==> config.mk <==
export PLATFORM = sky130hd
export DESIGN_NAME = uart_rx
export DESIGN_NICKNAME = d
export VERILOG_FILES = /design/src/design/uart_rx_pkg.sv /design/src/design/baud_tick.sv /design/src/design/rx_fifo.sv /design/src/design/uart_rx.sv
export SDC_FILE = /design/constraint.sdc
export NUM_CORES = 1
export LEC_CHECK = 0
export BUFFER_PORTS_ARGS = -buffer_cell sky130_fd_sc_hd__buf_2
export CAP_MARGIN = 10
export CORE_MARGIN = 4
export CORE_UTILIZATION = 56
export DETAILED_ROUTE_END_ITERATION = 8
export GPL_TIMING_DRIVEN = 0
export MAX_ROUTING_LAYER = met4
export PLACE_DENSITY = 0.78
export SYNTH_ARGS = -nofsm -noshare
export SYNTH_HDL_FRONTEND = slang
export SYNTH_SLANG_ARGS = --single-unit
export TNS_END_PERCENT = 1
==> constraint.sdc <==
create_clock -name clk_i -period 4 [get_ports clk_i]
set_input_delay 0 -clock clk_i [delete_from_list [all_inputs] [get_ports clk_i]]
set_output_delay 0 -clock clk_i [all_outputs]
set_load 0.01 [all_outputs]
==> src/design/uart_rx_pkg.sv <==
package uart_rx_pkg;

  // Register byte offsets on the Avalon-MM slave
  localparam logic [4:0] OFS_DATA    = 5'h00;
  localparam logic [4:0] OFS_STATUS  = 5'h04;
  localparam logic [4:0] OFS_CONTROL = 5'h08;
  localparam logic [4:0] OFS_FORMAT  = 5'h0C;
  localparam logic [4:0] OFS_BAUD    = 5'h10;

  // Status register fields
  localparam int ST_DONE   = 7;
  localparam int ST_FERR   = 4;
  localparam int ST_OVR    = 3;
  localparam int ST_PERR   = 2;
  localparam int ST_DSPEED = 1;

  // Control register fields
  localparam int CT_IRQ_EN = 7;
  localparam int CT_RX_ON  = 4;
  localparam int CT_NINTH  = 1;

  // Frame format register fields, size in bits 2:0
  localparam int FM_PAR_ON   = 5;
  localparam int FM_PAR_ODD  = 4;
  localparam int FM_TWO_STOP = 3;

  // Reset values, and the nine-bit size code
  localparam logic [2:0] SIZE_RST  = 3'h3;
  localparam logic [2:0] SIZE_NINE = 3'h7;
  localparam logic [7:0] BAUD_RST  = 8'h00;

  // Samples per bit and first voting sample
  localparam logic [4:0] SPB_NORMAL  = 5'h10;
  localparam logic [4:0] SPB_DOUBLE  = 5'h08;
  localparam logic [4:0] VOTE_NORMAL = 5'h08;
  localparam logic [4:0] VOTE_DOUBLE = 5'h04;

  // Receive buffer entry layout
  localparam int ENTRY_W    = 12;
  localparam int EN_PERR    = 11;
  localparam int EN_OVR     = 10;
  localparam int EN_FERR    = 9;
  localparam int EN_B8      = 8;
  localparam int FIFO_DEPTH = 2;

  typedef enum logic [4:0] {
    RX_IDLE   = 5'b00001,
    RX_START  = 5'b00010,
    RX_DATA   = 5'b00100,
    RX_PARITY = 5'b01000,
    RX_STOP   = 5'b10000
  } rx_state_t;

  function automatic logic maj3(input logic a, input logic b, input logic c);
    return (a & b) | (a & c) | (b & c);
  endfunction

  function automatic logic [3:0] last_bit_idx(input logic [2:0] size);
    case (size)
      3'h0:    return 4'h4;
      3'h1:    return 4'h5;
      3'h2:    return 4'h6;
      3'h7:    return 4'h8;
      default: return 4'h7;
    endcase
  endfunction

endpackage

==> src/design/baud_tick.sv <==
`timescale 1ns/1ps
`default_nettype none
module baud_tick
  import uart_rx_pkg::*;
(
  input  wire logic       clk_i,   // System clock
  input  wire logic       nrst_i,  // Async reset, active low
  input  wire logic       run_i,   // Divider runs
  input  wire logic [7:0] div_i,   // Divide by div_i + 1
  output logic            tick_o   // One-cycle sample enable
);

  typedef struct packed {
    logic [7:0] cnt;
    logic       tick;
  } tick_state_t;

  tick_state_t s_r;
  tick_state_t s_nxt;

  always_comb begin
    s_nxt      = s_r;
    s_nxt.tick = 1'b0;
    if (!run_i) begin
      s_nxt.cnt = div_i;
    end else if (s_r.cnt == 8'h00) begin
      s_nxt.cnt  = div_i;
      s_nxt.tick = 1'b1;
    end else begin
      s_nxt.cnt = s_r.cnt - 8'h01;
    end
  end

  always_ff @(posedge clk_i or negedge nrst_i) begin
    if (!nrst_i) begin
      s_r <= '0;
    end else begin
      s_r <= s_nxt;
    end
  end

  assign tick_o = s_r.tick;

endmodule
`default_nettype wire

==> src/design/rx_fifo.sv <==
`timescale 1ns/1ps
`default_nettype none
module rx_fifo
  import uart_rx_pkg::*;
(
  input  wire logic               clk_i,    // System clock
  input  wire logic               nrst_i,   // Async reset, active low
  input  wire logic               push_i,   // Store din_i, ignored when full
  input  wire logic [ENTRY_W-1:0] din_i,    // Entry to store
  input  wire logic               pop_i,    // Drop head, ignored when empty
  input  wire logic               flush_i,  // Discard all entries
  output logic      [ENTRY_W-1:0] head_o,   // Oldest entry
  output logic      [1:0]         count_o,  // Entries held
  output logic                    full_o,   // Both slots used
  output logic                    empty_o   // Nothing held
);

  typedef struct packed {
    logic [FIFO_DEPTH-1:0][ENTRY_W-1:0] mem;
    logic                               rd;
    logic [1:0]                         cnt;
  } fifo_state_t;

  fifo_state_t s_r;
  fifo_state_t s_nxt;

  always_comb begin
    logic do_push;
    logic do_pop;
    logic wr;
    s_nxt   = s_r;
    do_push = push_i && (s_r.cnt != 2'(FIFO_DEPTH));
    do_pop  = pop_i && (s_r.cnt != 2'h0);
    wr      = s_r.rd ^ s_r.cnt[0];
    if (flush_i) begin
      s_nxt.cnt = 2'h0;
      s_nxt.rd  = 1'b0;
    end else begin
      if (do_push) begin
        s_nxt.mem[wr] = din_i;
      end
      if (do_pop) begin
        s_nxt.rd = ~s_r.rd;
      end
      s_nxt.cnt = s_r.cnt + 2'(do_push) - 2'(do_pop);
    end
  end

  always_ff @(posedge clk_i or negedge nrst_i) begin
    if (!nrst_i) begin
      s_r <= '0;
    end else begin
      s_r <= s_nxt;
    end
  end

  assign head_o  = s_r.mem[s_r.rd];
  assign count_o = s_r.cnt;
  assign full_o  = (s_r.cnt == 2'(FIFO_DEPTH));
  assign empty_o = (s_r.cnt == 2'h0);

endmodule
`default_nettype wire

==> src/design/uart_rx.sv <==
// Design decisions made here: the register offsets and register access over Avalon-MM.
`timescale 1ns/1ps
`default_nettype none
// Functional notes
// - Ninth bit and three error flags are buffered per character; data read advances.
// - Receive-done flag is one exactly while unread characters are buffered.
// - Turning the receiver off flushes the buffer, receive-done goes zero.
// - Interrupt requested while receive-done and its enable are set, gated globally.
// - Writes to the three error flag positions do nothing.
// - Error flags never raise an interrupt.
// - Stop error reflects only the first stop bit; two-stop setting ignored.
// - Overrun when buffer holds two, one more waits, and a start bit arrives.
// - Overrun clears when a character moves from shift register into buffer.
// - Parity checked only when check-on bit set; odd-select picks the kind.
// - Parity computed over data, compared with parity bit, stored with character.
// - Parity error set only for a mismatch checked at reception; valid until read.
// - Parity error reads zero while checking is off.
// - Receiver off acts at once, abandons reception, releases the pin override.
// - Sampling syncs to every start edge and filters each bit by voting.
// - Unused high data bits of short characters read as zero.
// - Start, shift bits, buffer on first stop bit, ignore second stop bit.
// - Start bit voted on samples 8,9,10 or 4,5,6; high majority rejects.
// - Sixteen samples per bit, eight in double speed; three centre samples vote.
module uart_rx
  import uart_rx_pkg::*;
(
  input  wire logic        clk_i,               // 40 MHz system clock
  input  wire logic        nrst_i,              // Async reset, active low
  input  wire logic [4:0]  avs_address_i,       // Byte address
  input  wire logic        avs_read_i,          // Read request
  input  wire logic        avs_write_i,         // Write request
  input  wire logic [31:0] avs_writedata_i,     // Write data
  input  wire logic [3:0]  avs_byteenable_i,    // Byte lanes
  output logic      [31:0] avs_readdata_o,      // Read data
  output logic             avs_waitrequest_o,   // Slave stall
  input  wire logic        rxd_i,               // Serial receive line
  input  wire logic        global_irq_en_i,     // Global interrupt enable
  output logic             rx_irq_o,            // Receive-done interrupt request
  output logic             rx_pin_override_o    // Pin taken over by receiver
);

  typedef struct packed {
    rx_state_t          st;
    logic [4:0]         cnt;
    logic [1:0]         vote;
    logic [3:0]         bit_idx;
    logic [8:0]         shreg;
    logic               par;
    logic               hold_v;
    logic [ENTRY_W-1:0] hold;
    logic               ovr_pend;
    logic               rx_on;
    logic               irq_en;
    logic               par_on;
    logic               par_odd;
    logic               two_stop;
    logic               dspeed;
    logic [2:0]         size;
    logic [7:0]         baud;
    logic               waitreq;
    logic [31:0]        rdata;
    logic               irq;
  } rx_top_state_t;

  rx_top_state_t      s_r;
  rx_top_state_t      s_nxt;
  logic               tick;
  logic [ENTRY_W-1:0] fifo_head;
  logic [1:0]         fifo_count;
  logic               fifo_full;
  logic               fifo_empty;
  logic               push;
  logic [ENTRY_W-1:0] push_din;
  logic               pop;
  logic               flush;
  logic               acc;
  logic [4:0]         spb;
  logic [4:0]         vfirst;
  logic [4:0]         samp;
  logic               vote_now;
  logic               bit_val;
  logic               start_ok;

  baud_tick u_tick (
    .clk_i  (clk_i),
    .nrst_i (nrst_i),
    .run_i  (s_r.rx_on),
    .div_i  (s_r.baud),
    .tick_o (tick)
  );

  rx_fifo u_fifo (
    .clk_i   (clk_i),
    .nrst_i  (nrst_i),
    .push_i  (push),
    .din_i   (push_din),
    .pop_i   (pop),
    .flush_i (flush),
    .head_o  (fifo_head),
    .count_o (fifo_count),
    .full_o  (fifo_full),
    .empty_o (fifo_empty)
  );

  // Request acts on the edge where waitrequest is seen low
  assign acc      = (avs_read_i || avs_write_i) && !s_r.waitreq;
  assign pop      = acc && avs_read_i && (avs_address_i == OFS_DATA);
  assign flush    = !s_r.rx_on;
  assign spb      = s_r.dspeed ? SPB_DOUBLE : SPB_NORMAL;
  assign vfirst   = s_r.dspeed ? VOTE_DOUBLE : VOTE_NORMAL;
  assign samp     = s_r.cnt + 5'h01;
  assign vote_now = tick && (s_r.st != RX_IDLE) && (samp == vfirst + 5'h02);
  assign bit_val  = maj3(s_r.vote[0], s_r.vote[1], rxd_i);
  assign start_ok = vote_now && (s_r.st == RX_START) && !bit_val;

  always_comb begin
    logic [ENTRY_W-1:0] entry;
    logic               perr;
    s_nxt    = s_r;
    push     = 1'b0;
    push_din = s_r.hold;
    perr     = s_r.par_on && (s_r.par ^ s_r.par_odd);
    entry    = {perr, s_r.ovr_pend, ~bit_val, s_r.shreg};

    // A character parked behind a full buffer moves in as soon as room appears
    if (s_r.hold_v && !fifo_full) begin
      push         = 1'b1;
      s_nxt.hold_v = 1'b0;
    end

    if (tick) begin
      unique case (s_r.st)
        RX_IDLE: begin
          if (!rxd_i) begin
            s_nxt.st  = RX_START;
            s_nxt.cnt = 5'h01;
          end
        end
        RX_START, RX_DATA, RX_PARITY, RX_STOP: begin
          s_nxt.cnt = samp;
          if (samp == vfirst) begin
            s_nxt.vote[0] = rxd_i;
          end
          if (samp == vfirst + 5'h01) begin
            s_nxt.vote[1] = rxd_i;
          end
          if (vote_now) begin
            unique case (s_r.st)
              RX_START: begin
                if (bit_val) begin
                  s_nxt.st  = RX_IDLE;
                end else begin
                  s_nxt.shreg   = 9'h000;
                  s_nxt.bit_idx = 4'h0;
                  s_nxt.par     = 1'b0;
                  if (s_r.hold_v && fifo_full) begin
                    s_nxt.ovr_pend = 1'b1;
                    s_nxt.hold_v   = 1'b0;
                  end
                end
              end
              RX_DATA: begin
                s_nxt.shreg[s_r.bit_idx] = bit_val;
                s_nxt.par                = s_r.par ^ bit_val;
              end
              RX_PARITY: begin
                s_nxt.par = s_r.par ^ bit_val;
              end
              RX_STOP: begin
                // First stop bit ends the frame; a second one is never looked at
                s_nxt.st       = RX_IDLE;
                s_nxt.ovr_pend = 1'b0;
                if (!fifo_full && !s_r.hold_v) begin
                  push     = 1'b1;
                  push_din = entry;
                end else begin
                  s_nxt.hold   = entry;
                  s_nxt.hold_v = 1'b1;
                end
              end
            endcase
          end
          if (samp == spb && s_r.st != RX_STOP && s_nxt.st != RX_IDLE) begin
            s_nxt.cnt = 5'h00;
            if (s_r.st == RX_START) begin
              s_nxt.st = RX_DATA;
            end else if (s_r.st == RX_DATA) begin
              if (s_r.bit_idx == last_bit_idx(s_r.size)) begin
                s_nxt.st = s_r.par_on ? RX_PARITY : RX_STOP;
              end else begin
                s_nxt.bit_idx = s_r.bit_idx + 4'h1;
              end
            end else begin
              s_nxt.st = RX_STOP;
            end
          end
        end
        default: begin
          s_nxt.st = RX_IDLE;
        end
      endcase
    end

    // Receiver off wins over everything in flight
    if (!s_r.rx_on) begin
      s_nxt.st       = RX_IDLE;
      s_nxt.cnt      = 5'h00;
      s_nxt.hold_v   = 1'b0;
      s_nxt.ovr_pend = 1'b0;
      push           = 1'b0;
    end

    // Bus: one stall cycle, then the answer
    if ((avs_read_i || avs_write_i) && s_r.waitreq) begin
      s_nxt.waitreq = 1'b0;
      s_nxt.rdata   = 32'h0000_0000;
      if (avs_read_i) begin
        unique case (avs_address_i)
          OFS_DATA: begin
            s_nxt.rdata[7:0] = fifo_empty ? 8'h00 : fifo_head[7:0];
          end
          OFS_STATUS: begin
            s_nxt.rdata[ST_DONE]   = !fifo_empty;
            s_nxt.rdata[ST_FERR]   = !fifo_empty && fifo_head[EN_FERR];
            s_nxt.rdata[ST_OVR]    = !fifo_empty && fifo_head[EN_OVR];
            s_nxt.rdata[ST_PERR]   = !fifo_empty && fifo_head[EN_PERR]
                                     && s_r.par_on;
            s_nxt.rdata[ST_DSPEED] = s_r.dspeed;
          end
          OFS_CONTROL: begin
            s_nxt.rdata[CT_IRQ_EN] = s_r.irq_en;
            s_nxt.rdata[CT_RX_ON]  = s_r.rx_on;
            s_nxt.rdata[CT_NINTH]  = !fifo_empty && fifo_head[EN_B8];
          end
          OFS_FORMAT: begin
            s_nxt.rdata[FM_PAR_ON]   = s_r.par_on;
            s_nxt.rdata[FM_PAR_ODD]  = s_r.par_odd;
            s_nxt.rdata[FM_TWO_STOP] = s_r.two_stop;
            s_nxt.rdata[2:0]         = s_r.size;
          end
          OFS_BAUD: begin
            s_nxt.rdata[7:0] = s_r.baud;
          end
          default: begin
          end
        endcase
      end
    end else begin
      s_nxt.waitreq = 1'b1;
    end

    if (acc && avs_write_i && avs_byteenable_i[0]) begin
      unique case (avs_address_i)
        OFS_STATUS: begin
          s_nxt.dspeed = avs_writedata_i[ST_DSPEED];
        end
        OFS_CONTROL: begin
          s_nxt.irq_en = avs_writedata_i[CT_IRQ_EN];
          s_nxt.rx_on  = avs_writedata_i[CT_RX_ON];
        end
        OFS_FORMAT: begin
          s_nxt.par_on   = avs_writedata_i[FM_PAR_ON];
          s_nxt.par_odd  = avs_writedata_i[FM_PAR_ODD];
          s_nxt.two_stop = avs_writedata_i[FM_TWO_STOP];
          s_nxt.size     = avs_writedata_i[2:0];
        end
        OFS_BAUD: begin
          s_nxt.baud = avs_writedata_i[7:0];
        end
        default: begin
        end
      endcase
    end

    // Error flags deliberately left out of the request
    s_nxt.irq = s_r.irq_en && !fifo_empty && global_irq_en_i;
  end

  always_ff @(posedge clk_i or negedge nrst_i) begin
    if (!nrst_i) begin
      s_r         <= '0;
      s_r.st      <= RX_IDLE;
      s_r.size    <= SIZE_RST;
      s_r.baud    <= BAUD_RST;
      s_r.waitreq <= 1'b1;
    end else begin
      s_r <= s_nxt;
    end
  end

  assign avs_readdata_o    = s_r.rdata;
  assign avs_waitrequest_o = s_r.waitreq;
  assign rx_irq_o          = s_r.irq;
  assign rx_pin_override_o = s_r.rx_on;
endmodule
`default_nettype wire

* Yosys cells after proc, flatten, opt, wreduce, memory -nomap -nowiden
Index checks and enable logic that the tools add are counted.
W data, S select, Z words.
** Operators by class
- Bitwise operators :: 11
- Equality and inequality tests :: 32
- Multiplexer cells :: 81
- $add $sub $neg :: 7
- Reduce and logical (&&, ||, !) cells :: 53
- $lt $le $gt $ge :: 5
** Operators by type and width (number)
- $mux W12 :: 9
- $mux W5 :: 9
- $mux W4 :: 11
- $mux W40 :: 1
- $mux W8 :: 4
- $mux W10 :: 3
- $mux W30 :: 1
- $pmux W5 S2 :: 3
- $mux W28 :: 1
- $logic_and A1 B1 Y1 :: 25
- $bwmux W24 :: 1
- $mux W1 :: 20
- $pmux W9 S2 :: 1
- $pmux W4 S4 :: 1
- $eq A5 B4 Y1 const B :: 3
- $eq A5 B5 Y1 :: 3
- $mux W15 :: 1
- $reduce_and A5 Y1 :: 3
- $reduce_and A2 Y1 :: 7
- $mux W13 :: 1
- $demux W12 S1 :: 1
- $eq A5 B3 Y1 const B :: 2
- $eq A5 B5 Y1 const B :: 2
- $ne A5 B1 Y1 const B :: 2
- 48 further kinds :: 74
** Storage, ports and cells
- Register bits after elaboration :: 103
- Logic and storage cells :: 216
- Output and inout port bits :: 35
- Bits of input ports :: 47

* Depth between registers and ports, before layout
- Depth after elaboration :: 21
- Depth in mapped cells :: 11
- Depth with buffers taken out :: 11

* Cells and area by module
Synthesis repeated with hierarchy kept, for this count alone.
** Second synthesis, totals
- Cell total of the unflattened synthesis :: 639
- Area total of the unflattened synthesis :: 6321.1 µm²
** By module, submodules not included
- uart_rx :: sequential area each 1681.6 µm², times used 1, cells an instance 413, area an instance 4067.7 µm²
- rx_fifo :: sequential area each 675.6 µm², times used 1, cells an instance 177, area an instance 1756.7 µm²
- baud_tick :: sequential area each 225.2 µm², times used 1, cells an instance 49, area an instance 496.7 µm²

* Worst setup path before layout
OpenSTA, ideal clock, no wires.
- Path type :: register to register
- From :: register s_r[81] (netlist bit)
- To :: register s_r[75] (netlist bit)
- Setup slack :: 1.308 ns
- Library setup time :: 0.125 ns
- Cell stages (with the launch flop) :: 8
- Data arrival time :: 2.567 ns
- Required time :: 3.875 ns
- Buffers on the path :: 0
- Period minus slack after synthesis :: 2.692 ns
- Cells stage by stage :: dfrtp_1 ha_1 nand3_2 xnor2_1 mux4_2 or4_4 a21o_1 mux2_2
** Between the ends
- Cells in the longest elaborated chain, start to end :: 9
- Elaborated cells between the ends (all ways) :: 15
- Classes of those cells :: 1 x add/sub; 3 x eq/ne; 8 x mux; 3 x reduce/logical
** RTL lines
- start: declaration :: line uart_rx.sv:65 : rx_top_state_t s_r;
- start signal: assignment :: line uart_rx.sv:287 : s_r <= s_nxt;
- $add A5 B1 Y5 (*) :: line uart_rx.sv:111 : assign samp = s_r.cnt + 5'h01;
- $eq A5 B5 Y1 :: line uart_rx.sv:112 : assign vote_now = tick && (s_r.st != RX_IDLE) && (samp == vfirst + 5'h02);
- $logic_and A1 B1 Y1 :: line uart_rx.sv:112
- $mux W5 :: line uart_rx.sv:147 : if (vote_now) begin
- $mux W5 :: line uart_rx.sv:132 : unique case (s_r.st)
- $mux W5 :: line uart_rx.sv:131 : if (tick) begin
- $ne A5 B1 Y1 :: line uart_rx.sv:183 : if (samp == spb && s_r.st != RX_STOP && s_nxt.st != RX_IDLE) begin
- $logic_and A1 B1 Y1 :: line uart_rx.sv:183
- $mux W4 (*) :: line uart_rx.sv:183
Every way passes the cells marked *; elsewhere a longest branch is shown, timed or not. The select of a mux whose other input is x is not followed.
A chain may end at the register's enable or synchronous reset.

* Final worst setup path
- From :: register s_r[81] (netlist bit)
- To :: register s_r[82] (netlist bit)
** Between the ends
- Cells in the longest elaborated chain, start to end :: 12
- Elaborated cells between the ends (all ways) :: 14
- Classes of those cells :: 1 x add/sub; 3 x eq/ne; 7 x mux; 3 x reduce/logical
** RTL lines
- $add A5 B1 Y5 (*) :: line uart_rx.sv:111
- $eq A5 B5 Y1 :: line uart_rx.sv:112
- $logic_and A1 B1 Y1 :: line uart_rx.sv:112
- $mux W5 :: line uart_rx.sv:147
- $mux W5 :: line uart_rx.sv:132
- $mux W5 :: line uart_rx.sv:131
- $ne A5 B1 Y1 :: line uart_rx.sv:183
- $logic_and A1 B1 Y1 :: line uart_rx.sv:183
- $mux W10 (*) :: line uart_rx.sv:183
- $pmux W5 S2 (*) :: line uart_rx.sv:132
- $mux W40 (*) :: line uart_rx.sv:131
- $mux W10 (*) :: line uart_rx.sv:205 : if (!s_r.rx_on) begin
Marks and branches as above.

==> results.cfg <==
[run_status]
outcome = completed

[drt]
via_count = 4349
first_pass_iters = 6
drt_wl_total_um = 12700
drc_errors = 0
drtIter0Drc = 299
wl_per_cell_um = 16.2
via_per_inst = 5.53
antenna_left = 0

[setup_path]
crit_family = compound AO/OA/AOI/OAI gates
r2r_end = s_r[82]$_DFFE_PN0P_
path_buf_inv = 0
cp_slowest_cell = a211oi_1
required_ns = 4.26
path_cells = ha_1 -> nand3_2 -> xnor2_1 -> mux4_2 -> a211oi_1 -> nor2_1 -> a22o_1
critPathMaxStageDelay_ns = 0.68
regToRegStartpoint = s_r[81]$_DFFE_PN0P_
rr_worst_depth = 7
arrival_ns = 3.36
path_class = reg -> reg
crit_path_end_kind = register
critPathMaxFanout = 7
rrSetupSlack_ns = 0.90
cp-start-kind = register

[cells_and_area]
postLayoutCoreUtil = 0.650
nets = 708
nFillCells = 791
synthToLayoutAreaGrowth_pct = 13.5
fin_cells = 787
antenna_cells = 0
fin_area_mm2 = 0.00632
layout-drive-gt1-share = 0.194

[placement]
gp_congestion = 0.914
dp_cells = 756
hpwl_um = 9310
io_buffers = 29
place_area_mm2 = 0.00600

[timing]
worstMarginPinSlew_ns = 0.826
relSlewSlack = 0.446
setup_tns_ns = 0
final.period_utilization = 0.775
fin_worst_skew_ns = 0.0119
fin_crit_ns = 3.10
setup_violations = 0
clock.fmax_mhz = 322
rsz0062_at_grt = false
finalMaxSlewViolations = 0
final-hold-violation-count = 0

[clocking]
clockBufferDepth = 2
tritoncts = built
clk_latency_ns = 0.37
cts_made_buffers = 9
cts.sinks = 103
post_cts_resized = 0
hold_buffers = 15
cts_setup_buffers = 0
clk_pin_slew_ns = 0.09
htree_num_levels = 3
root_buffer = clkbuf_8

[synth]
muxShareOfSynthArea = 0.109
yosys.area_share.simple = 0.148
ys.flop_type = dfrtp_1
yosysWarnings = 0
synthTopCellsByArea = dfrtp_1 44%, mux2_2 6.3%, o21ai_0 4.5%
ys_ff_latch = 103
yosysTopAreaCell = dfrtp_1
synth_fa_ha_area_frac = 0.0287
ys_seq_area_frac = 0.464
async_reset_ff_frac = 1.00
synth_top_area_frac = 0.445
synth_cell_types = 61
synth_top_family_by_area = simple AND/OR/NAND/NOR gates
syn_area_mm2 = 0.00557
synth_edf_count = 0
synth-compound-area-share = 0.146
synth_xor_area_frac = 0.0299
avgSynthCellArea_um2 = 9.77
synth_cells = 570

[floorplan]
die_w_um = 108
coreArea_mm2 = 0.00973
row_count = 36
dieArea_mm2 = 0.0116
io_pins = 82
start_util = 0.573
die_y_um = 108

[pwr]
power.density_mw_per_mm2 = 353
leakage_nw = 2.99
irDropWorstVdd_mv = 0.217

[global_routing]
grt_pass1_vias = 4390
grt_use_total = 0.237
grt_pass1_wl_um = 21200
grt_max_degree = 54
antenna_found_initial = 0
grt-ovfl-total = 0

[worst_hold_path]
hp-start = avs_read_i
holdPathEnd = avs_waitrequest_o$_DFF_PN1_
holdPathStages = 2
hold_class = in -> reg

[run]
drv_cap = 0
## metrics by stage
| stage | hold WS [ns] | power (mW) | worst slack (ns) |
|---|---|---|---|
| CTS | 0.0220 | 2.24 | 0.915 |
| floorplan | -0.296 | 1.50 | 1.31 |
| global route | 0.0463 | 2.36 | 0.732 |
| global placement | 0.226 | 1.61 | 1.02 |
| finish | 0.0513 | 2.23 | 0.898 |
| detailed placement | 0.0842 | 1.63 | 0.924 |
## sequential cells by signal (all words and copies together) (netlist names), 2 cells and up
| register | cells |
|---|---|
| u_fifo.s_r | 25 |
| avs_readdata_o | 8 |
| s_r | 56 |
| u_tick.s_r | 8 |
| u_fifo.count_o | 2 |
## layer usage
layer,track usage,vias to the layer above,part of all wire
li1,-,2109,-
met1,0.298,2104,0.44
met2,0.392,119,0.50
met3,0.0492,17,0.053
met4,0.0667,0,0.016
met5,-,-,0
## area by class of cell
type | count | area [um^2] | share of cell area
timing repair buffer | 45 | 325 | 0.0514
tap | 133 | 166 | 0.0263
sequential | 103 | 2580 | 0.408
buffer | 54 | 338 | 0.0534
multi-input combinational | 417 | 2670 | 0.422
clock inverter | 4 | 30.0 | 0.00475
clock buffer | 12 | 145 | 0.0229
inverter | 19 | 71.3 | 0.0113
## how the worst max path moves through the flow
stage	start	end	slack [ns]	cells past startpoint
2_1_floorplan	s_r[81]$_DFFE_PN0P_	s_r[75]$_DFFE_PN0P_	1.31	7
3_3_place_gp	s_r[81]$_DFFE_PN0P_	s_r[84]$_DFFE_PN0P_	1.02	7
3_5_place_dp	s_r[81]$_DFFE_PN0P_	s_r[85]$_DFFE_PN0P_	0.92	7
4_1_cts	s_r[81]$_DFFE_PN0P_	s_r[82]$_DFFE_PN0P_	0.92	7
5_1_grt	s_r[81]$_DFFE_PN0P_	s_r[82]$_DFFE_PN0P_	0.73	7
6_report	s_r[81]$_DFFE_PN0P_	s_r[82]$_DFFE_PN0P_	0.90	7
## kinds of logic after synthesis
kind of cell | Yosys count
AOI/OAI and AO/OA | 136
adders and majority gates | 13
and+or+nand+nor | 173
buffers and inverters | 73
other | 1
DFF | 103
xor gates and xnor gates | 19
muxes | 52
## where the power goes
group	switching, mW	internal (mW)	leakage, nW	total, mW
logic	0.246	0.183	1.54	0.429
clock network	0.352	0.247	0.0870	0.599
registers	0.0825	1.12	1.37	1.21
## cells in the final DEF (no fill, tap or decap), drive strengths merged, types with 9 or more instances in the layout
cell type     n
inv          20
dfrtp        99
nand2        66
nor2         43
a21oi        33
buf          70
mux2         31
conb         24
clkbuf       26
o21ai        62
xnor2        10
nand3        13
xor2          9
dlygate4sd3  15
mux2i        17
ha           12
## worst register-to-register path, cell delays in order, from the launching register on
cell      delay (ns)
dfrtp_1         0.47
ha_1            0.34
nand3_2         0.12
xnor2_1         0.27
mux4_2          0.60
a211oi_1        0.68
nor2_1          0.22
a22o_1          0.28
## synthesized netlist by cell type, types with 7 or more instances
master / count
dfrtp_1: 99
nand2_1: 66
o21ai_0: 50
nor2_1: 43
a21oi_1: 33
buf_4: 32
mux2_2: 31
inv_1: 19
mux2i_1: 17
clkbuf_1: 14
ha_1: 12
nand3_1: 12
o21ai_1: 12
xnor2_1: 10
xor2_1: 9
a22o_1: 8
and3_1: 7
nor3_1: 7
Power figures use the tool's default switching activity.
